<file path="src/hdl/rfpc_pkg.sv">
// constants for the receive frequency tracking and polling control block
package rfpc_pkg;
    localparam logic [6:0]  ADDR_BANK_LAST = 7'h0E;
    localparam logic [6:0]  ADDR_LO_HI     = 7'h09;
    localparam logic [6:0]  ADDR_LO_LO     = 7'h0B;
    localparam logic [6:0]  ADDR_PREAMBLE  = 7'h0C;
    localparam logic [6:0]  ADDR_FEI       = 7'h11;
    localparam logic [6:0]  ADDR_STATE     = 7'h14;
    localparam logic [6:0]  ADDR_WAKE_DET  = 7'h17;
    localparam logic [6:0]  ADDR_RATIO     = 7'h18;
    localparam logic [6:0]  ADDR_FRONTEND  = 7'h19;
    localparam int          BANK_LEN       = 15;
    localparam int          IDX_LO_HI      = 9;
    localparam int          IDX_LO_MID     = 10;
    localparam int          IDX_LO_LO      = 11;
    localparam int          IDX_PREAMBLE   = 12;
    localparam int          IDX_RANGE      = 1;
    localparam int          IDX_FILTER     = 2;
    localparam int          IF_BIT         = 3;
    localparam int          CHF_MSB        = 2;
    localparam int          RANGE_MSB      = 2;
    localparam int          PRE_MSB        = 3;
    localparam int          RATIO_MSB      = 6;
    localparam int          ST_ENABLE_BIT  = 0;
    localparam int          ST_RXEN_BIT    = 2;
    localparam int          ST_POLL_BIT    = 3;
    localparam logic [7:0]  ST_RUN_VALUE   = 8'h05;
    localparam logic [7:0]  ST_SLEEP_VALUE = 8'h00;
    localparam logic [7:0]  RESET_BYTE     = 8'h00;
    localparam logic signed [9:0] FEI_LIMIT  = 10'sd112;
    localparam logic [3:0]  RANGE_STEP_SH  = 4'd4;
    localparam int          LO_RES_EXP     = 16;
    localparam int          AFC_EXP_BASE   = 14;
    localparam int          CORR_SHIFT     = LO_RES_EXP - AFC_EXP_BASE;
    localparam int          CLK_PERIOD_PS  = 10000;
    localparam int          DET_BASE_PS    = 480000000;
    localparam int          DET_STEP_PS    = 80000000;
    localparam int          DET_BASE_CYC   = (DET_BASE_PS + CLK_PERIOD_PS - 1) / CLK_PERIOD_PS;
    localparam int          DET_STEP_CYC   = (DET_STEP_PS + CLK_PERIOD_PS - 1) / CLK_PERIOD_PS;
    typedef enum logic [3:0] {
        ST_SLEEP   = 4'b0001,
        ST_STANDBY = 4'b0010,
        ST_RX      = 4'b0100,
        ST_POLL    = 4'b1000
    } rfpc_mode_t;
endpackage : rfpc_pkg

</file>
<file path="src/hdl/rfpc_timer_if.sv">
// carrier between the controller and its polling window timer
`timescale 1ns/100ps
interface rfpc_timer_if;
    logic       run;
    logic [7:0] det_count;
    logic [6:0] ratio;
    logic       detect_on;
    logic       cycle_wrap;
    modport ctrl  (output run, output det_count, output ratio, input detect_on, input cycle_wrap);
    modport timer (input run, input det_count, input ratio, output detect_on, output cycle_wrap);
endinterface : rfpc_timer_if

</file>
<file path="src/hdl/rfpc_poll_timer.sv">
// detect window and idle time sequencer for polled reception
`timescale 1ns/100ps
module rfpc_poll_timer #(
    parameter int DET_BASE = rfpc_pkg::DET_BASE_CYC,
    parameter int DET_STEP = rfpc_pkg::DET_STEP_CYC
) (
    input  wire logic      sys_clk,
    input  wire logic      sys_rst,
    input  wire logic      ce,
    rfpc_timer_if.timer    tif
);
    typedef struct packed {
        logic        detect;
        logic [31:0] cnt;
        logic [7:0]  rep;
        logic        wrap;
    } rfpc_tmr_t;

    rfpc_tmr_t s_r, s_nxt;
    logic [31:0] win_len;

    always_comb begin
        win_len = 32'(DET_BASE) + 32'(tif.det_count) * 32'(DET_STEP); // RQ13
        s_nxt = s_r;
        s_nxt.wrap = 1'b0;
        if (!tif.run) begin
            s_nxt.detect = 1'b1;
            s_nxt.cnt = 32'h0000_0000;
            s_nxt.rep = 8'h00;
        end else if (s_r.cnt + 32'h0000_0001 >= win_len) begin
            s_nxt.cnt = 32'h0000_0000;
            if (s_r.detect) begin
                s_nxt.detect = 1'b0;
                s_nxt.rep = 8'h00;
            end else if (s_r.rep >= {1'b0, tif.ratio}) begin // RQ12
                s_nxt.detect = 1'b1;
                s_nxt.wrap = 1'b1;
            end else begin
                s_nxt.rep = s_r.rep + 8'h01;
            end
        end else begin
            s_nxt.cnt = s_r.cnt + 32'h0000_0001;
        end
    end

    always_ff @(posedge sys_clk or posedge sys_rst) begin
        if (sys_rst) begin
            s_r <= '{detect: 1'b1, cnt: 32'h0000_0000, rep: 8'h00, wrap: 1'b0};
        end else if (ce) begin
            s_r <= s_nxt;
        end
    end

    assign tif.detect_on  = s_r.detect & tif.run;
    assign tif.cycle_wrap = s_r.wrap;
endmodule : rfpc_poll_timer

</file>
<file path="src/hdl/rfpc_ctrl.sv">
// register file, mode control, error reporting and tuning word for the receiver
// Function
// RQ1 - error index reads as signed integer within minus 112 to plus 112
// RQ2 - oversized mismatch saturates the index at 112 instead of wrapping
// RQ3 - correction offset equals index times crystal over two to (if+chf+14)
// RQ4 - index is valid right after a packet is recognized in receive
// RQ5 - centre word changes only outside receive; host leaves receive first
// RQ6 - synthesizer step is crystal over two to sixteen per centre count
// RQ7 - host corrects centre word by index times four over two to (if+chf)
// RQ8 - host raises word for positive index, lowers for negative
// RQ9 - host retunes via standby, writing three bytes from 0x09, then re-enters
// RQ10 - index readable as a byte at address 0x11
// RQ11 - preamble length is field in bits 3:0 of 0x0C plus one
// RQ12 - polling duty cycle is one over two plus seven-bit ratio
// RQ13 - detect window is 0.48 ms plus count times 0.08 ms
// RQ14 - host makes detect window exceed twice preamble bits minus one
// RQ15 - host sets both preamble match words to zero for Manchester preamble
// RQ16 - configuration bank is fifteen bytes from 0x00 written sequentially
// RQ17 - correction range scales from zero to full by limit 0 to 7
// RQ18 - writing 0x05 to 0x14 enters receive, 0x00 returns to sleep
// RQ19 - index byte is eight-bit two's complement
`timescale 1ns/100ps
module rfpc_ctrl #(
    parameter int DET_BASE = rfpc_pkg::DET_BASE_CYC,
    parameter int DET_STEP = rfpc_pkg::DET_STEP_CYC
) (
    input  wire logic        sys_clk,
    input  wire logic        sys_rst,
    input  wire logic        ce,
    input  wire logic        spi_cs_n,
    input  wire logic        spi_sclk,
    input  wire logic        spi_mosi,
    output logic             spi_miso_o,
    output logic             spi_miso_oe,
    input  wire logic        packet_seen,
    input  wire logic [9:0]  afc_error,
    input  wire logic        preamble_found,
    output logic [23:0]      synth_word_r,
    output logic [4:0]       preamble_bits_r,
    output logic [3:0]       mode_r,
    output logic             detect_on_r,
    output logic [7:0]       frontend_r
);
    typedef struct packed {
        logic [14:0][7:0]     bank;
        logic [7:0]           frequency_error_index;
        logic [7:0]           st_ctl;
        logic [7:0]           wake_det;
        logic [7:0]           ratio;
        logic [7:0]           frontend;
        rfpc_pkg::rfpc_mode_t mode;
        logic                 sclk_q;
        logic [2:0]           bitc;
        logic [7:0]           shin;
        logic [7:0]           shout;
        logic                 first;
        logic                 wr;
        logic [6:0]           addr;
        logic                 miso;
        logic                 miso_oe;
        logic [23:0]          synth;
        logic                 det_on;
        logic [4:0]           pre;
    } rfpc_state_t;

    rfpc_state_t s_r, s_nxt;
    rfpc_timer_if tif ();

    function automatic logic [7:0] reg_read(input rfpc_state_t s, input logic [6:0] a);
        logic [7:0] d;
        d = 8'h00;
        if (a <= rfpc_pkg::ADDR_BANK_LAST) d = s.bank[4'(a)]; // RQ16
        else if (a == rfpc_pkg::ADDR_FEI) d = s.frequency_error_index; // RQ10
        else if (a == rfpc_pkg::ADDR_STATE) d = s.st_ctl;
        else if (a == rfpc_pkg::ADDR_WAKE_DET) d = s.wake_det;
        else if (a == rfpc_pkg::ADDR_RATIO) d = {1'b0, s.ratio[rfpc_pkg::RATIO_MSB:0]};
        else if (a == rfpc_pkg::ADDR_FRONTEND) d = s.frontend;
        return d;
    endfunction : reg_read

    function automatic logic [7:0] saturate(input logic signed [9:0] e, input logic [2:0] lim);
        logic signed [9:0] l;
        l = $signed({3'b000, lim, 4'b0000}); // RQ17
        if (l > rfpc_pkg::FEI_LIMIT) l = rfpc_pkg::FEI_LIMIT;
        if (e > l) return 8'(l); // RQ2
        if (e < -l) return 8'(-l); // RQ2
        return 8'(e); // RQ19
    endfunction : saturate

    logic        rise;
    logic        fall;
    logic [7:0]  rx_byte;
    logic [23:0] lo_word;
    logic [3:0]  shift_sel;
    logic signed [25:0] corr;
    logic        st_en;
    logic        st_rx;
    logic        st_poll;
    logic        st_wr;

    assign tif.run       = (s_r.mode == rfpc_pkg::ST_POLL);
    assign tif.det_count = s_r.wake_det;
    assign tif.ratio     = s_r.ratio[rfpc_pkg::RATIO_MSB:0];

    rfpc_poll_timer #(.DET_BASE(DET_BASE), .DET_STEP(DET_STEP)) u_timer (
        .sys_clk (sys_clk),
        .sys_rst (sys_rst),
        .ce      (ce),
        .tif     (tif)
    );

    always_comb begin
        s_nxt = s_r;
        st_wr = 1'b0;
        rise = spi_sclk & ~s_r.sclk_q;
        fall = ~spi_sclk & s_r.sclk_q;
        rx_byte = {s_r.shin[6:0], spi_mosi};
        s_nxt.sclk_q = spi_sclk;
        if (spi_cs_n) begin
            s_nxt.bitc = 3'd0;
            s_nxt.first = 1'b1;
            s_nxt.miso_oe = 1'b0;
            s_nxt.miso = 1'b0;
        end else begin
            s_nxt.miso_oe = 1'b1;
            if (rise) begin
                s_nxt.shin = rx_byte;
                s_nxt.bitc = s_r.bitc + 3'd1;
                if (s_r.bitc == 3'd7) begin
                    if (s_r.first) begin
                        s_nxt.first = 1'b0;
                        s_nxt.wr = rx_byte[7];
                        s_nxt.addr = rx_byte[6:0];
                        s_nxt.shout = reg_read(s_r, rx_byte[6:0]);
                    end else begin
                        if (s_r.wr) begin
                            if (s_r.addr <= rfpc_pkg::ADDR_BANK_LAST) begin
                                if (!(s_r.mode == rfpc_pkg::ST_RX && s_r.addr >= rfpc_pkg::ADDR_LO_HI
                                      && s_r.addr <= rfpc_pkg::ADDR_LO_LO)) // RQ5
                                    s_nxt.bank[4'(s_r.addr)] = rx_byte; // RQ16
                            end else if (s_r.addr == rfpc_pkg::ADDR_STATE) begin
                                s_nxt.st_ctl = rx_byte; // RQ18
                                st_wr = 1'b1;
                            end else if (s_r.addr == rfpc_pkg::ADDR_WAKE_DET) s_nxt.wake_det = rx_byte;
                            else if (s_r.addr == rfpc_pkg::ADDR_RATIO) s_nxt.ratio = rx_byte;
                            else if (s_r.addr == rfpc_pkg::ADDR_FRONTEND) s_nxt.frontend = rx_byte;
                        end
                        s_nxt.addr = s_r.addr + 7'd1; // RQ16
                        s_nxt.shout = reg_read(s_r, s_r.addr + 7'd1);
                    end
                end
            end else if (fall) begin
                s_nxt.miso = s_r.shout[7];
                s_nxt.shout = {s_r.shout[6:0], 1'b0};
            end
        end

        st_en = s_nxt.st_ctl[rfpc_pkg::ST_ENABLE_BIT];
        st_rx = s_nxt.st_ctl[rfpc_pkg::ST_RXEN_BIT];
        st_poll = s_nxt.st_ctl[rfpc_pkg::ST_POLL_BIT];
        case (s_r.mode)
            rfpc_pkg::ST_SLEEP, rfpc_pkg::ST_STANDBY: begin
                if (!st_en) s_nxt.mode = rfpc_pkg::ST_SLEEP; // RQ18
                else if (st_rx) s_nxt.mode = rfpc_pkg::ST_RX; // RQ18
                else if (st_poll) s_nxt.mode = rfpc_pkg::ST_POLL;
                else s_nxt.mode = rfpc_pkg::ST_STANDBY; // RQ5
            end
            // a wake from polling stays in receive until the host writes the state byte
            rfpc_pkg::ST_RX: begin
                if (!st_en) s_nxt.mode = rfpc_pkg::ST_SLEEP; // RQ18
                else if (st_rx) s_nxt.mode = rfpc_pkg::ST_RX; // RQ18
                else if (!st_poll) s_nxt.mode = rfpc_pkg::ST_STANDBY; // RQ5
                else if (st_wr) s_nxt.mode = rfpc_pkg::ST_POLL;
            end
            rfpc_pkg::ST_POLL: begin
                if (!st_en) s_nxt.mode = rfpc_pkg::ST_SLEEP;
                else if (st_rx || (tif.detect_on && preamble_found)) s_nxt.mode = rfpc_pkg::ST_RX;
                else if (!st_poll) s_nxt.mode = rfpc_pkg::ST_STANDBY;
            end
            default: s_nxt.mode = rfpc_pkg::ST_SLEEP;
        endcase
        s_nxt.det_on = tif.detect_on;
        s_nxt.pre = {1'b0, s_nxt.bank[rfpc_pkg::IDX_PREAMBLE][rfpc_pkg::PRE_MSB:0]} + 5'h01; // RQ11

        if (s_r.mode == rfpc_pkg::ST_RX && packet_seen) // RQ4
            s_nxt.frequency_error_index = saturate($signed(afc_error), s_r.bank[rfpc_pkg::IDX_RANGE][rfpc_pkg::RANGE_MSB:0]); // RQ1

        lo_word = {s_r.bank[rfpc_pkg::IDX_LO_HI], s_r.bank[rfpc_pkg::IDX_LO_MID], s_r.bank[rfpc_pkg::IDX_LO_LO]};
        shift_sel = {3'b000, s_r.bank[rfpc_pkg::IDX_FILTER][rfpc_pkg::IF_BIT]}
                  + {1'b0, s_r.bank[rfpc_pkg::IDX_FILTER][rfpc_pkg::CHF_MSB:0]};
        corr = ($signed({{18{s_r.frequency_error_index[7]}}, s_r.frequency_error_index}) <<< rfpc_pkg::CORR_SHIFT) >>> shift_sel; // RQ3
        if (s_r.mode == rfpc_pkg::ST_RX)
            s_nxt.synth = 24'($signed({2'b00, lo_word}) + corr); // RQ6
        else
            s_nxt.synth = lo_word; // RQ6
    end

    always_ff @(posedge sys_clk or posedge sys_rst) begin
        if (sys_rst) begin
            s_r <= '{bank: '0, frequency_error_index: rfpc_pkg::RESET_BYTE, st_ctl: rfpc_pkg::ST_SLEEP_VALUE,
                     wake_det: rfpc_pkg::RESET_BYTE, ratio: rfpc_pkg::RESET_BYTE,
                     frontend: rfpc_pkg::RESET_BYTE, mode: rfpc_pkg::ST_SLEEP, sclk_q: 1'b0,
                     bitc: 3'd0, shin: 8'h00, shout: 8'h00, first: 1'b1, wr: 1'b0, addr: 7'h00,
                     miso: 1'b0, miso_oe: 1'b0, synth: 24'h00_0000, det_on: 1'b0, pre: 5'h01};
        end else if (ce) begin
            s_r <= s_nxt;
        end
    end

    assign spi_miso_o      = s_r.miso;
    assign spi_miso_oe     = s_r.miso_oe;
    assign synth_word_r    = s_r.synth;
    assign preamble_bits_r = s_r.pre; // RQ11
    assign mode_r          = s_r.mode;
    assign detect_on_r     = s_r.det_on;
    assign frontend_r      = s_r.frontend;

    property p_fei_range;
        @(posedge sys_clk) disable iff (sys_rst)
        $signed(s_r.frequency_error_index) <= 8'sd112 && $signed(s_r.frequency_error_index) >= -8'sd112;
    endproperty
    a_fei_range: assert property (p_fei_range) else $error("error index out of range"); // RQ1

    property p_fei_sat;
        @(posedge sys_clk) disable iff (sys_rst)
        ce && s_r.mode == rfpc_pkg::ST_RX && packet_seen && $signed(afc_error) > 10'sd112
            && s_r.bank[rfpc_pkg::IDX_RANGE][2:0] == 3'd7 |=> s_r.frequency_error_index == 8'h70;
    endproperty
    a_fei_sat: assert property (p_fei_sat) else $error("error index did not saturate"); // RQ2

    property p_fei_hold;
        @(posedge sys_clk) disable iff (sys_rst)
        !(s_r.mode == rfpc_pkg::ST_RX && packet_seen) |=> $stable(s_r.frequency_error_index);
    endproperty
    a_fei_hold: assert property (p_fei_hold) else $error("error index changed without a packet"); // RQ4

    property p_lo_locked;
        @(posedge sys_clk) disable iff (sys_rst)
        s_r.mode == rfpc_pkg::ST_RX && $past(s_r.mode) == rfpc_pkg::ST_RX
            |-> lo_word == $past(lo_word);
    endproperty
    a_lo_locked: assert property (p_lo_locked) else $error("centre word changed in receive"); // RQ5

    property p_synth_idle;
        @(posedge sys_clk) disable iff (sys_rst)
        ce && s_r.mode != rfpc_pkg::ST_RX ##1 ce && s_r.mode != rfpc_pkg::ST_RX |=> synth_word_r == $past(lo_word);
    endproperty
    a_synth_idle: assert property (p_synth_idle) else $error("synth word differs from centre word"); // RQ6

    property p_preamble;
        @(posedge sys_clk) disable iff (sys_rst)
        preamble_bits_r == 5'(s_r.bank[12][3:0]) + 5'd1 && preamble_bits_r != 5'd0;
    endproperty
    a_preamble: assert property (p_preamble) else $error("preamble length wrong"); // RQ11

    property p_run_enters_rx;
        @(posedge sys_clk) disable iff (sys_rst)
        s_r.st_ctl == rfpc_pkg::ST_RUN_VALUE |-> s_r.mode == rfpc_pkg::ST_RX;
    endproperty
    a_run_enters_rx: assert property (p_run_enters_rx) else $error("0x05 did not enter receive"); // RQ18

    property p_zero_sleeps;
        @(posedge sys_clk) disable iff (sys_rst)
        s_r.st_ctl == rfpc_pkg::ST_SLEEP_VALUE |-> s_r.mode == rfpc_pkg::ST_SLEEP;
    endproperty
    a_zero_sleeps: assert property (p_zero_sleeps) else $error("0x00 did not enter sleep"); // RQ18

    property p_det_only_poll;
        @(posedge sys_clk) disable iff (sys_rst)
        tif.detect_on |-> s_r.mode == rfpc_pkg::ST_POLL;
    endproperty
    a_det_only_poll: assert property (p_det_only_poll) else $error("detect window outside polling"); // RQ13

    property p_poll_wake;
        @(posedge sys_clk) disable iff (sys_rst)
        ce && s_r.mode == rfpc_pkg::ST_POLL && tif.detect_on && preamble_found
            && s_nxt.st_ctl[rfpc_pkg::ST_ENABLE_BIT] |=> s_r.mode == rfpc_pkg::ST_RX;
    endproperty
    a_poll_wake: assert property (p_poll_wake) else $error("preamble in detect window did not wake"); // RQ13

    c_rx_packet: cover property (@(posedge sys_clk) disable iff (sys_rst)
        s_r.mode == rfpc_pkg::ST_RX && packet_seen);
    c_poll_wrap: cover property (@(posedge sys_clk) disable iff (sys_rst) tif.cycle_wrap);
    c_poll_wake: cover property (@(posedge sys_clk) disable iff (sys_rst)
        s_r.mode == rfpc_pkg::ST_POLL ##1 s_r.mode == rfpc_pkg::ST_RX);
    c_lo_write: cover property (@(posedge sys_clk) disable iff (sys_rst)
        s_r.mode == rfpc_pkg::ST_STANDBY && $changed(lo_word));
endmodule : rfpc_ctrl

</file>
<file path="config.mk">
export PLATFORM = sky130hd
export DESIGN_NAME = rfpc_ctrl
export DESIGN_NICKNAME = d
export VERILOG_FILES = /design/src/hdl/rfpc_pkg.sv /design/src/hdl/rfpc_timer_if.sv /design/src/hdl/rfpc_poll_timer.sv /design/src/hdl/rfpc_ctrl.sv
export SDC_FILE = /design/constraint.sdc
export NUM_CORES = 1
export LEC_CHECK = 0
export ABC_AREA = 1
export BUFFER_PORTS_ARGS = -buffer_cell sky130_fd_sc_hd__buf_2
export CAP_MARGIN = 20
export CORE_AREA = 3 3 189 191
export DETAILED_ROUTE_END_ITERATION = 6
export DIE_AREA = 0 0 192 194
export PLACE_DENSITY = 0.71
export RECOVER_POWER = 100
export SYNTH_ARGS = -nofsm -noshare
export SYNTH_HDL_FRONTEND = slang
export SYNTH_SLANG_ARGS = --single-unit
</file>
<file path="constraint.sdc">
create_clock -name sys_clk -period 13.6 [get_ports sys_clk]
set_clock_uncertainty 0.15 [all_clocks]
set_input_delay 0.68 -clock sys_clk [delete_from_list [all_inputs] [get_ports sys_clk]]
set_output_delay 0.68 -clock sys_clk [all_outputs]
set_load 0.01 [all_outputs]
</file>
==> results of run 1 <==
-- cells in the mapped netlist (5+ instances only) --
cell / number / area, sq um
a32o_1: 13 / 130
inv_1: 257 / 965
o211ai_1: 17 / 128
nand4_1: 41 / 257
buf_1: 6 / 22.5
a21oi_1: 151 / 756
o221ai_1: 16 / 140
a22oi_1: 6 / 45.0
or2_2: 7 / 43.8
o21bai_1: 6 / 45.0
a21o_1: 6 / 45.0
nor2_1: 236 / 886
xor2_1: 45 / 394
buf_4: 43 / 323
o21ai_1: 9 / 45.0
nand3_4: 9 / 158
o2111ai_1: 6 / 52.6
inv_2: 5 / 18.8
a31oi_1: 6 / 37.5
xnor2_1: 13 / 114
o21ai_0: 296 / 1480
nor3_1: 22 / 110
buf_6: 8 / 90.1
nand2_1: 623 / 2340
nand3_1: 126 / 631
dfrtp_1: 260 / 6510
clkbuf_1: 74 / 278
fa_1: 22 / 440
ha_1: 109 / 1360
o22ai_1: 63 / 394
-- through the flow --
stage          hold WS, ns  util [%]  worst slack (ns)  total power (W)  instance area, sq um
2_1_floorplan        0.293         -              5.51         0.000998                 18700
3_3_place_gp         0.299      55.5              6.77          0.00111                 19000
4_1_cts              0.166      58.5              6.52          0.00196                 20100
6_report             0.187      57.8              6.24          0.00195                 19800
3_5_place_dp         0.304      55.5              6.55          0.00111                 19000
5_1_grt              0.224      57.8              4.88          0.00202                 19800
-- cells by family (layout without fill, tap and decap cells) --
group,Yosys count,in the layout
and+or+nand+nor,1082,1082
AOI/OAI and AO/OA,614,614
buffers and inverters,401,403
DFF,264,264
adders and majority gates,131,131
xor gates and xnor gates,58,58
muxes,2,2
-- worst min path at each step --
| stage | endpoint | slack (ns) | depth (start not counted) | from |
|---|---|---|---|---|
| 2_1_floorplan | preamble_bits_r[1] | 0.29 | 2 | preamble_bits_r[1] |
| 3_3_place_gp | preamble_bits_r[1] | 0.30 | 2 | preamble_bits_r[1] |
| 3_5_place_dp | preamble_bits_r[1] | 0.30 | 2 | preamble_bits_r[1] |
| 4_1_cts | synth_word_r[19] | 0.17 | 2 | sys_rst |
| 5_1_grt | s_r[60] | 0.22 | 3 | spi_sclk |
| 6_report | s_r[60] | 0.19 | 3 | spi_sclk |
-- registers in the layout (all words and copies together) (netlist names) --
register and flops:
s_r 140, frontend_r 8, u_timer.s_r 41, mode_r 4, spi_miso_o 1, spi_miso_oe 1, detect_on_r 1, synth_word_r 24
rx_byte 7, tif.det_count 8, lo_word 24, preamble_bits_r 5
-- report_power, final --
group / switching (W) / internal [W]
combinational: 0.000209 / 0.0000639
clock: 0.000352 / 0.000499
sequential: 0.0000251 / 0.000806
total: 0.000586 / 0.00137
-- layout make-up --
| cell class | count | area, sq um |
|---|---|---|
| clock inverters | 16 | 184 |
| inverters | 265 | 996 |
| clock buffers | 41 | 853 |
| repair buffers | 81 | 375 |
| flip-flops and latches | 264 | 6610 |
| fillers | 3285 | 14500 |
| multi-input cells | 1887 | 10200 |
| well taps | 455 | 569 |
-- metal layers --
layer | part of all wire [%] | track usage [%] | wire length [um] | vias up
met3 | 7.9 | 5.33 | 4750 | 161
met2 | 44 | 49.5 | 26700 | 821
li1 | - | - | - | 8481
met5 | 0.022 | 0 | 13 | -
met1 | 43 | 44.5 | 26000 | 8401
met4 | 4.4 | 12.6 | 2620 | 2
-- cells in the final DEF (no fill, tap or decap), types with 4 or more instances in the layout --
| cell type | Yosys | routed |
|---|---|---|
| nand2_1 | 623 | 623 |
| o21ai_0 | 296 | 304 |
| dfrtp_1 | 260 | 259 |
| inv_1 | 257 | 258 |
| nor2_1 | 236 | 239 |
| a21oi_1 | 151 | 151 |
| nand3_1 | 126 | 137 |
| ha_1 | 109 | 109 |
| o22ai_1 | 63 | 63 |
| clkbuf_1 | 74 | 56 |
| xor2_1 | 45 | 45 |
| nand4_1 | 41 | 41 |
| clkbuf_16 | 0 | 31 |
| fa_1 | 22 | 22 |
| nor3_1 | 22 | 21 |
| buf_2 | 4 | 18 |
| o211ai_1 | 17 | 17 |
| o221ai_1 | 16 | 16 |
| a32o_1 | 13 | 13 |
| xnor2_1 | 13 | 13 |
| buf_4 | 43 | 13 |
| or2_2 | 7 | 7 |
| clkinv_2 | 0 | 7 |
| a31oi_1 | 6 | 6 |
| o2111ai_1 | 6 | 6 |
| o21bai_1 | 6 | 6 |
| a21o_1 | 6 | 6 |
| a22oi_1 | 6 | 6 |
| clkinv_1 | 3 | 4 |
| clkbuf_8 | 0 | 4 |
| clkinvlp_4 | 0 | 4 |
-- critical path, delay by kind of cell --
kind	cells	cell delay, ns
buffers and inverters	3	5.99
==> run_results.csv, run 1 <==
group,metric,value,unit
finish,drive_above_1_share,4.11,%
floorplanning,dieArea,0.0372,sq mm
worst_setup_path,slowest_delay,3.21,ns
yosys,syn_inst,2552,
clock_network,cts_hold_buf,0,
sta,setup_viol,0,
worst_setup_path,critPathSlowestCell,"clkinvlp_2",
clock_network,cts.sinks,264,
yosys,synth_ff_type,"dfrtp_1",
routing,ant_nets,0,
yosys,yosysSeqAreaShare,35.3,%
finish,antenna_cells,0,
yosys,synth_area_per_cell,7.34,sq um
status,status,"complete, but fails checks",
sta,finalCritPeriodShare,54.1,%
grt,antenna_found_initial,1,
routing,num_vias,17866,
yosys,synth.area.mux_share,0.107,%
routing,drcViolationCount,0,
routing,wirelength,60000,um
power,p_per_area,98.6,mW/mm^2
finish,instances_no_fill,3009,
worst_setup_path,r2r_end,"u_timer.s_r[8]",
place,gp_congestion,1.07,
worst_setup_path,arrival,6.85,ns
place,hpwlAfterDp,43700,um
worst_setup_path,start_kind,"input port",
status,violations,"capacitance limit, slew limit",
clock_network,postCtsResizedCells,0,
worst_setup_path,critical_path.cell_chain,"buf_2, clkinvlp_2, clkbuf_1",
yosys,ys_warn_count,0,
clock_network,cts_tree,"done",
floorplanning,rows,68,
floorplanning,core_area,0.0343,sq mm
grt,gr-total-overflow,0,
yosys,yosysUniqueCellTypes,55,
yosys,syn-num-nets,2701,
clock_network,insertion_delay,0.60,ns
worst_setup_path,startpoint,"sys_rst",
grt,grt_pass1_vias,16907,
routing,avgRoutedWirePerCell,20.0,um
routing,initialDrtViolationCount,1757,
worst_setup_path,critical_path_class,"input port to asynchronous set/reset pin",
yosys,synth-simple-area-share,24.4,%
clock_network,cts_made_buffers,31,
place,place_inst,2952,
finish,area_growth,5.85,%
yosys,synth_xor_area_share,2.71,%
worst_setup_path,crit_path_end_kind,"asynchronous set/reset pin",
sta,hold_viol,0,
grt,grt_usage,31.9,%
worst_setup_path,crit_fanout,130,
grt,grt_first_pass_wirelength,93600,um
worst_setup_path,rr_worst_depth,30,
yosys,ys_seq_elements,264,
sta,rsz0062_at_grt,"no",
clock_network,postCtsSetupBuffers,0,
worst_setup_path,rrSetupSlack,6.26,ns
clock_network,clock_path_buffers,3,
worst_setup_path,crit_path_end,"s_r[32]",
floorplanning,die_x,192,um
power,cellLeakagePower,9.35,nW
yosys,synth-adder-area-share,9.63,%
routing,viasPerCell,5.94,
yosys,async_flop_share,100,%
flow_run,maxCapViolCount,6,
sta,min_period,7.36,ns
worst_hold_path,min_path_type,"input port to flop",
floorplanning,ioPinCount,62,
yosys,synth_top_family_by_area,"simple AND/OR/NAND/NOR gates",
clock_network,clk_pin_slew,0.06,ns
power,vdd_ir_drop_max,116,uV
worst_setup_path,r2r_start,"tif.det_count[1]",
floorplanning,dieHeight,194,um
floorplanning,floorplan.initialDensity,54.6,%
sta,fmaxAchievable,0.136,GHz
routing,drt_first_pass_iters,7,
yosys,synth_edf_count,0,
sta,worst_slew_pin_slew,5.92,ns
finish,nets,2679,
worst_setup_path,critPathRequiredTime,13.09,ns
clock_network,clockRootBuffer,"clkbuf_16",
sta,slew-limit-headroom,-294,%
yosys,synth_compound_area_share,18.5,%
clock_network,htreeDepth,1,
place,numPortBuffers,61,
sta,drv_slew,419,
sta,setup-tns-final,0,ns
yosys,netlist_area,0.0187,sq mm
grt,grt_max_degree,131,
Power figures use the tool's default switching activity.
==> run 2: changes to the inputs <==
Clock period 13.6 ns to 6.9 ns, I/O delays scaled along.
==> run 2 against run 1 <==
The run ends with DRC, capacitance limit, slew limit left. First-iteration DRC count shrank 0.46%. Cell count increased by 0.40%. Clock-buffer cell count increased by 4. Setup slack got worse by 5.6 ns. Routed wire length up 0.47%. Highest routed layer is now met4.
==> run_results.csv, run 2 (same netlist as run 1, synthesis figures left out) <==
group,metric,value,unit
status,status,"complete, but fails checks",
status,violations,"DRC, capacitance limit, slew limit",
power,switching_power,0.00116,W
sta,fin_ws,0.638,ns
routing,drcViolationCount,7,
grt,grt_max_degree,133,
finish,largest_reg_flops,140,
clock_network,clockRootBuffer,"clkbuf_16",
worst_setup_path,start_kind,"flop",
routing,initialDrtViolationCount,1749,
floorplanning,die_x,192,um
place,gp_congestion,1.06,
worst_setup_path,timing.critical_path.mode_cell,"inv_1",
sta,worst_slew_pin_slew,3.28,ns
worst_setup_path,rrSetupSlack,0.64,ns
finish,nets,2690,
clock_network,cts_tree,"done",
grt,grt_usage,32.0,%
worst_setup_path,crit_path_end_kind,"flop",
grt,grt_pass1_vias,16841,
place,hpwlAfterDp,43900,um
power,p_sw_share,30.1,%
power,vdd_ir_drop_max,193,uV
floorplanning,core_area,0.0343,sq mm
sta,min_period,6.26,ns
clock_network,cts_made_buffers,31,
grt,antenna_found_initial,0,
routing,viasPerCell,5.90,
worst_setup_path,critical_path_class,"flop to flop",
floorplanning,floorplan.initialDensity,54.6,%
floorplanning,dieHeight,194,um
floorplanning,ioPinCount,62,
worst_setup_path,critPathRequiredTime,7.23,ns
power,power_frac_clock,43.3,%
worst_hold_path,min_path_type,"input port to flop",
finish,final_cell_mix,"nand2_1 (623), o21ai_0 (303), inv_1 (259)",
power,pwr-share-comb,14.2,%
worst_setup_path,crit_fanout,14,
worst_setup_path,arrival,6.59,ns
finish,antenna_cells,0,
sta,slew-limit-headroom,-119,%
worst_setup_path,r2r_end,"u_timer.s_r[6]",
power,share_seq_of_total_power,42.5,%
routing,wirelength,60300,um
place,place_ws,0.286,ns
worst_setup_path,crit_path_end,"u_timer.s_r[6]",
finish,largestRegisters,"s_r (140), u_timer.s_r (41)",
routing,drt_first_pass_iters,7,
sta,fmaxAchievable,0.160,GHz
grt,gr-total-overflow,0,
clock_network,clock_path_buffers,3,
grt,grt_first_pass_wirelength,94200,um
power,p_int,0.00269,W
worst_setup_path,r2r_start,"tif.det_count[2]",
worst_setup_path,rr_worst_depth,28,
floorplanning,dieArea,0.0372,sq mm
routing,num_vias,17834,
routing,ant_nets,0,
sta,drv_slew,278,
finish,area_growth,6.63,%
clock_network,insertion_delay,0.60,ns
routing,avgRoutedWirePerCell,20.0,um
finish,drive_above_1_share,4.36,%
finish,final_core_util,58.2,%
worst_setup_path,critPathSlowestCell,"fa_1",
finish,largest-register,"s_r",
flow_run,maxCapViolCount,6,
sta,setup_viol,0,
worst_setup_path,startpoint,"tif.det_count[2]",
clock_network,clk_pin_slew,0.06,ns
clock_network,htreeDepth,1,
clock_network,cts.sinks,264,
finish,final_common_cell,"nand2_1",
sta,rsz0062_at_grt,"no",
sta,setup-tns-final,0,ns
worst_setup_path,slowest_delay,0.50,ns
floorplanning,rows,68,
power,p_per_area,193,mW/mm^2
place,numPortBuffers,61,
power,cellLeakagePower,9.44,nW
sta,hold_viol,0,
sta,finalCritPeriodShare,90.8,%
[run 2: how the worst min path moves through the flow]
stage | slack, ns | cells after the start | to | start
3_3_place_gp | 0.30 | 2 | preamble_bits_r[1] | preamble_bits_r[1]
3_5_place_dp | 0.31 | 2 | synth_word_r[16] | synth_word_r[16]
5_1_grt | 0.02 | 3 | s_r[40] | spi_cs_n
2_1_floorplan | 0.29 | 2 | preamble_bits_r[1] | preamble_bits_r[1]
4_1_cts | 0.005 | 5 | s_r[103] | afc_error[6]
6_report | 0.02 | 5 | s_r[103] | afc_error[6]
[run 2: timing repair]
action | CTS | global route
setup endpoints to repair | 0 | 31
gates resized for setup | 0 | 6
setup buffers | 0 | 1
hold buffers | 10 | 0
hold endpoints to repair | 64 | 0
[run 2: final cells by class]
class / count / area (sq um)
clock buffers: 45 / 898
clock inverters: 13 / 135
fillers: 3292 / 14300
inverters: 265 / 998
multi-input cells: 1887 / 10300
flip-flops and latches: 264 / 6620
well taps: 455 / 569
repair buffers: 92 / 502
[run 2: critical path, delay by kind of cell, from the launching register on]
kind / cells / cell delay, ns
buffers and inverters: 5 / 0.51
DFF: 1 / 0.46
adders and majority gates: 6 / 2.35
xor gates and xnor gates: 2 / 0.42
AOI/OAI and AO/OA: 4 / 0.66
and+or+nand+nor: 11 / 1.58
[run 2: stage by stage]
stage	std cells	area, sq um	hold WS, ns	power, W
global placement	2952	19000	0.302	0.00219
floorplan	2552	18700	0.293	0.00197
finish	3021	20000	0.0202	0.00386
global route	3021	20000	0.0173	0.00399
CTS	3020	20200	0.00533	0.00386
detailed placement	2952	19000	0.310	0.00219
[run 2: power groups by stage]
stage	Clock [W]	Sequential [W]	Combinational, W
global route	0.00176	0.00164	0.000586
CTS	0.00169	0.00164	0.000536
global placement	0	0.00166	0.000526
detailed placement	0	0.00166	0.000530
finish	0.00167	0.00164	0.000547
floorplan	0	0.00164	0.000330
[run 2: metal layers]
layer	up-vias	track usage, %	wire (um)
li1	8504	-	-
met1	8379	45.2	26000
met2	805	49.6	27000
met3	146	4.99	4920
met4	0	12.2	2420
met5	-	0	0
==> run 3: changes to the inputs <==
Settings changed: CORE_AREA 3 3 189 191 to 3 3 192 194, DIE_AREA 0 0 192 194 to 0 0 195 197, SYNTH_HIERARCHICAL from default to 1.
Clock period 6.9 ns to 8.1 ns, I/O delays scaled along.
==> run 3 against run 2 <==
The flow still finishes with violations (DRC, capacitance limit, slew limit). Total power shrank 13%. Worst hold slack better by 0.0080 ns. Critical path type unchanged. Setup slack improved by 0.72 ns.
==> run_results.csv, run 3 <==
group,metric,value,unit
grt,grt_max_degree,91,
clock_network,insertion_delay,0.59,ns
worst_setup_path,arrival,7.05,ns
yosys,syn_inst,2687,
yosys,syn-num-nets,2836,
worst_setup_path,start_kind,"flop",
flow_run,maxCapViolCount,6,
sta,drv_slew,287,
floorplanning,floorplan.initialDensity,54.6,%
routing,avgRoutedWirePerCell,19.9,um
worst_setup_path,critical_path_class,"flop to flop",
worst_setup_path,crit_buf_inv,5,
routing,initialDrtViolationCount,2028,
finish,largest-register,"s_r",
finish,nets,2822,
finish,largestRegisters,"s_r (140), u_timer/s_r (41)",
floorplanning,rows,69,
power,p_per_area,163,mW/mm^2
yosys,netlist_area,0.0193,sq mm
place,place_area,0.0196,sq mm
clock_network,clock_path_buffers,3,
place,gp_congestion,1.03,
sta,finalCritPeriodShare,83.3,%
worst_setup_path,critPathRequiredTime,8.40,ns
worst_setup_path,slowest_delay,0.57,ns
power,vdd_ir_drop_max,189,uV
finish,area_growth,6.76,%
floorplanning,dieArea,0.0384,sq mm
clock_network,htreeDepth,1,
clock_network,cts_made_buffers,30,
finish,final_common_cell,"nand2_1",
floorplanning,ioPinCount,62,
finish,antenna_cells,0,
clock_network,clockRootBuffer,"clkbuf_16",
sta,slew-limit-headroom,-175,%
worst_setup_path,timing.critical_path.mode_cell,"nand2_1",
clock_network,postCtsResizedCells,0,
worst_setup_path,crit_path_end_kind,"flop",
finish,largest_reg_flops,140,
sta,worst_slew_pin_slew,4.11,ns
worst_setup_path,crit_fanout,16,
worst_setup_path,critPathSlowestCell,"dfrtp_1",
yosys,ys_warn_count,6,
worst_hold_path,min_path_type,"input port to flop",
finish,drive_above_1_share,5.45,%
finish,nFillCells,3393,
routing,drt_first_pass_iters,7,
clock_network,postCtsSetupBuffers,0,
clock_network,cts_tree,"done",
grt,grt_pass1_vias,17695,
status,status,"complete, but fails checks",
power,cellLeakagePower,9.77,nW
worst_setup_path,cp_top_family,"adder cells",
routing,drcViolationCount,3,
routing,wirelength,63000,um
finish,final_cell_mix,"nand2_1 (613), inv_1 (331), o21ai_0 (316)",
sta,setup_viol,0,
floorplanning,die_x,195,um
routing,wl_met2,27600,um
floorplanning,dieHeight,197,um
yosys,synth_area_per_cell,7.19,sq um
grt,antenna_found_initial,1,
sta,hold_viol,0,
clock_network,clk_pin_slew,0.06,ns
routing,drt-met1-wl,27900,um
grt,gr-total-overflow,0,
finish,postLayoutCellArea,0.0206,sq mm
sta,fmaxAchievable,0.148,GHz
sta,min_period,6.74,ns
clock_network,cts.sinks,264,
floorplanning,core_area,0.0354,sq mm
worst_setup_path,rrSetupSlack,1.36,ns
routing,viasPerCell,5.90,
grt,grt_usage,32.4,%
status,violations,"DRC, capacitance limit, slew limit",
sta,setup-tns-final,0,ns
routing,ant_nets,0,
sta,rsz0062_at_grt,"no",
place,hpwlAfterDp,46500,um
routing,wl_met3,4930,um
place,numPortBuffers,61,
routing,num_vias,18621,
grt,grt_first_pass_wirelength,99800,um
routing,top_layer,"met5",
run 3: per-layer routing:
| metal | GRT usage (%) | vias up |
|---|---|---|
| li1 | - | 8823 |
| met1 | 47.3 | 8834 |
| met2 | 50.4 | 804 |
| met3 | 3.91 | 158 |
| met4 | 11.2 | 2 |
| met5 | 0 | - |
run 3: cell type report:
class	instances	area [sq um]	share of cell area, %
Tap cell	461	577	2.80
Clock buffer	45	898	4.35
Sequential cell	264	6610	32.0
Clock inverter	11	158	0.764
Multi-Input combinational cell	1943	10600	51.4
Timing Repair Buffer	96	507	2.46
Inverter	338	1270	6.17
run 3: final timing paths:
kind,start,to,depth (start not counted)
setup / recovery,tif.det_count[1],u_timer/s_r[1],28
hold / removal,afc_error[4],s_r[101],3
setup reg to reg,tif.det_count[1],u_timer/s_r[1],28
hold reg to reg,preamble_bits_r[1],preamble_bits_r[1],2
max in group asynchronous,sys_rst,s_r[113],4
min in group asynchronous,sys_rst,u_timer/s_r[5],4
run 3: through the flow:
stage / setup slack (ns) / hold WS, ns / util (%) / total power [W] / instances
after floorplan: 1.44 / 0.293 / - / 0.00170 / 2687
after global placement: 2.00 / 0.307 / 55.5 / 0.00191 / 3091
after detailed placement: 1.72 / 0.307 / 55.5 / 0.00192 / 3091
after CTS: 1.70 / 0.0231 / 58.8 / 0.00337 / 3157
after global routing: 0.641 / 0.0419 / 58.3 / 0.00347 / 3158
final: 1.36 / 0.0282 / 58.3 / 0.00337 / 3158
run 3: worst min-delay path, stage by stage:
cell and delay, ns:
buf_2 0.11, o21ai_0 0.10, o21ai_0 0.09
run 3: power breakdown:
part,switching [W],leakage [nW],internal (W)
logic,0.000365,5.91,0.000115
registers,0.0000684,3.34,0.00136
clock network,0.000572,0.521,0.000888
run 3: repair_timing:
item	4_1_cts	5_1_grt
endpoints found under the hold margin	132	0
hold buffers	10	0
setup endpoints to repair	0	0
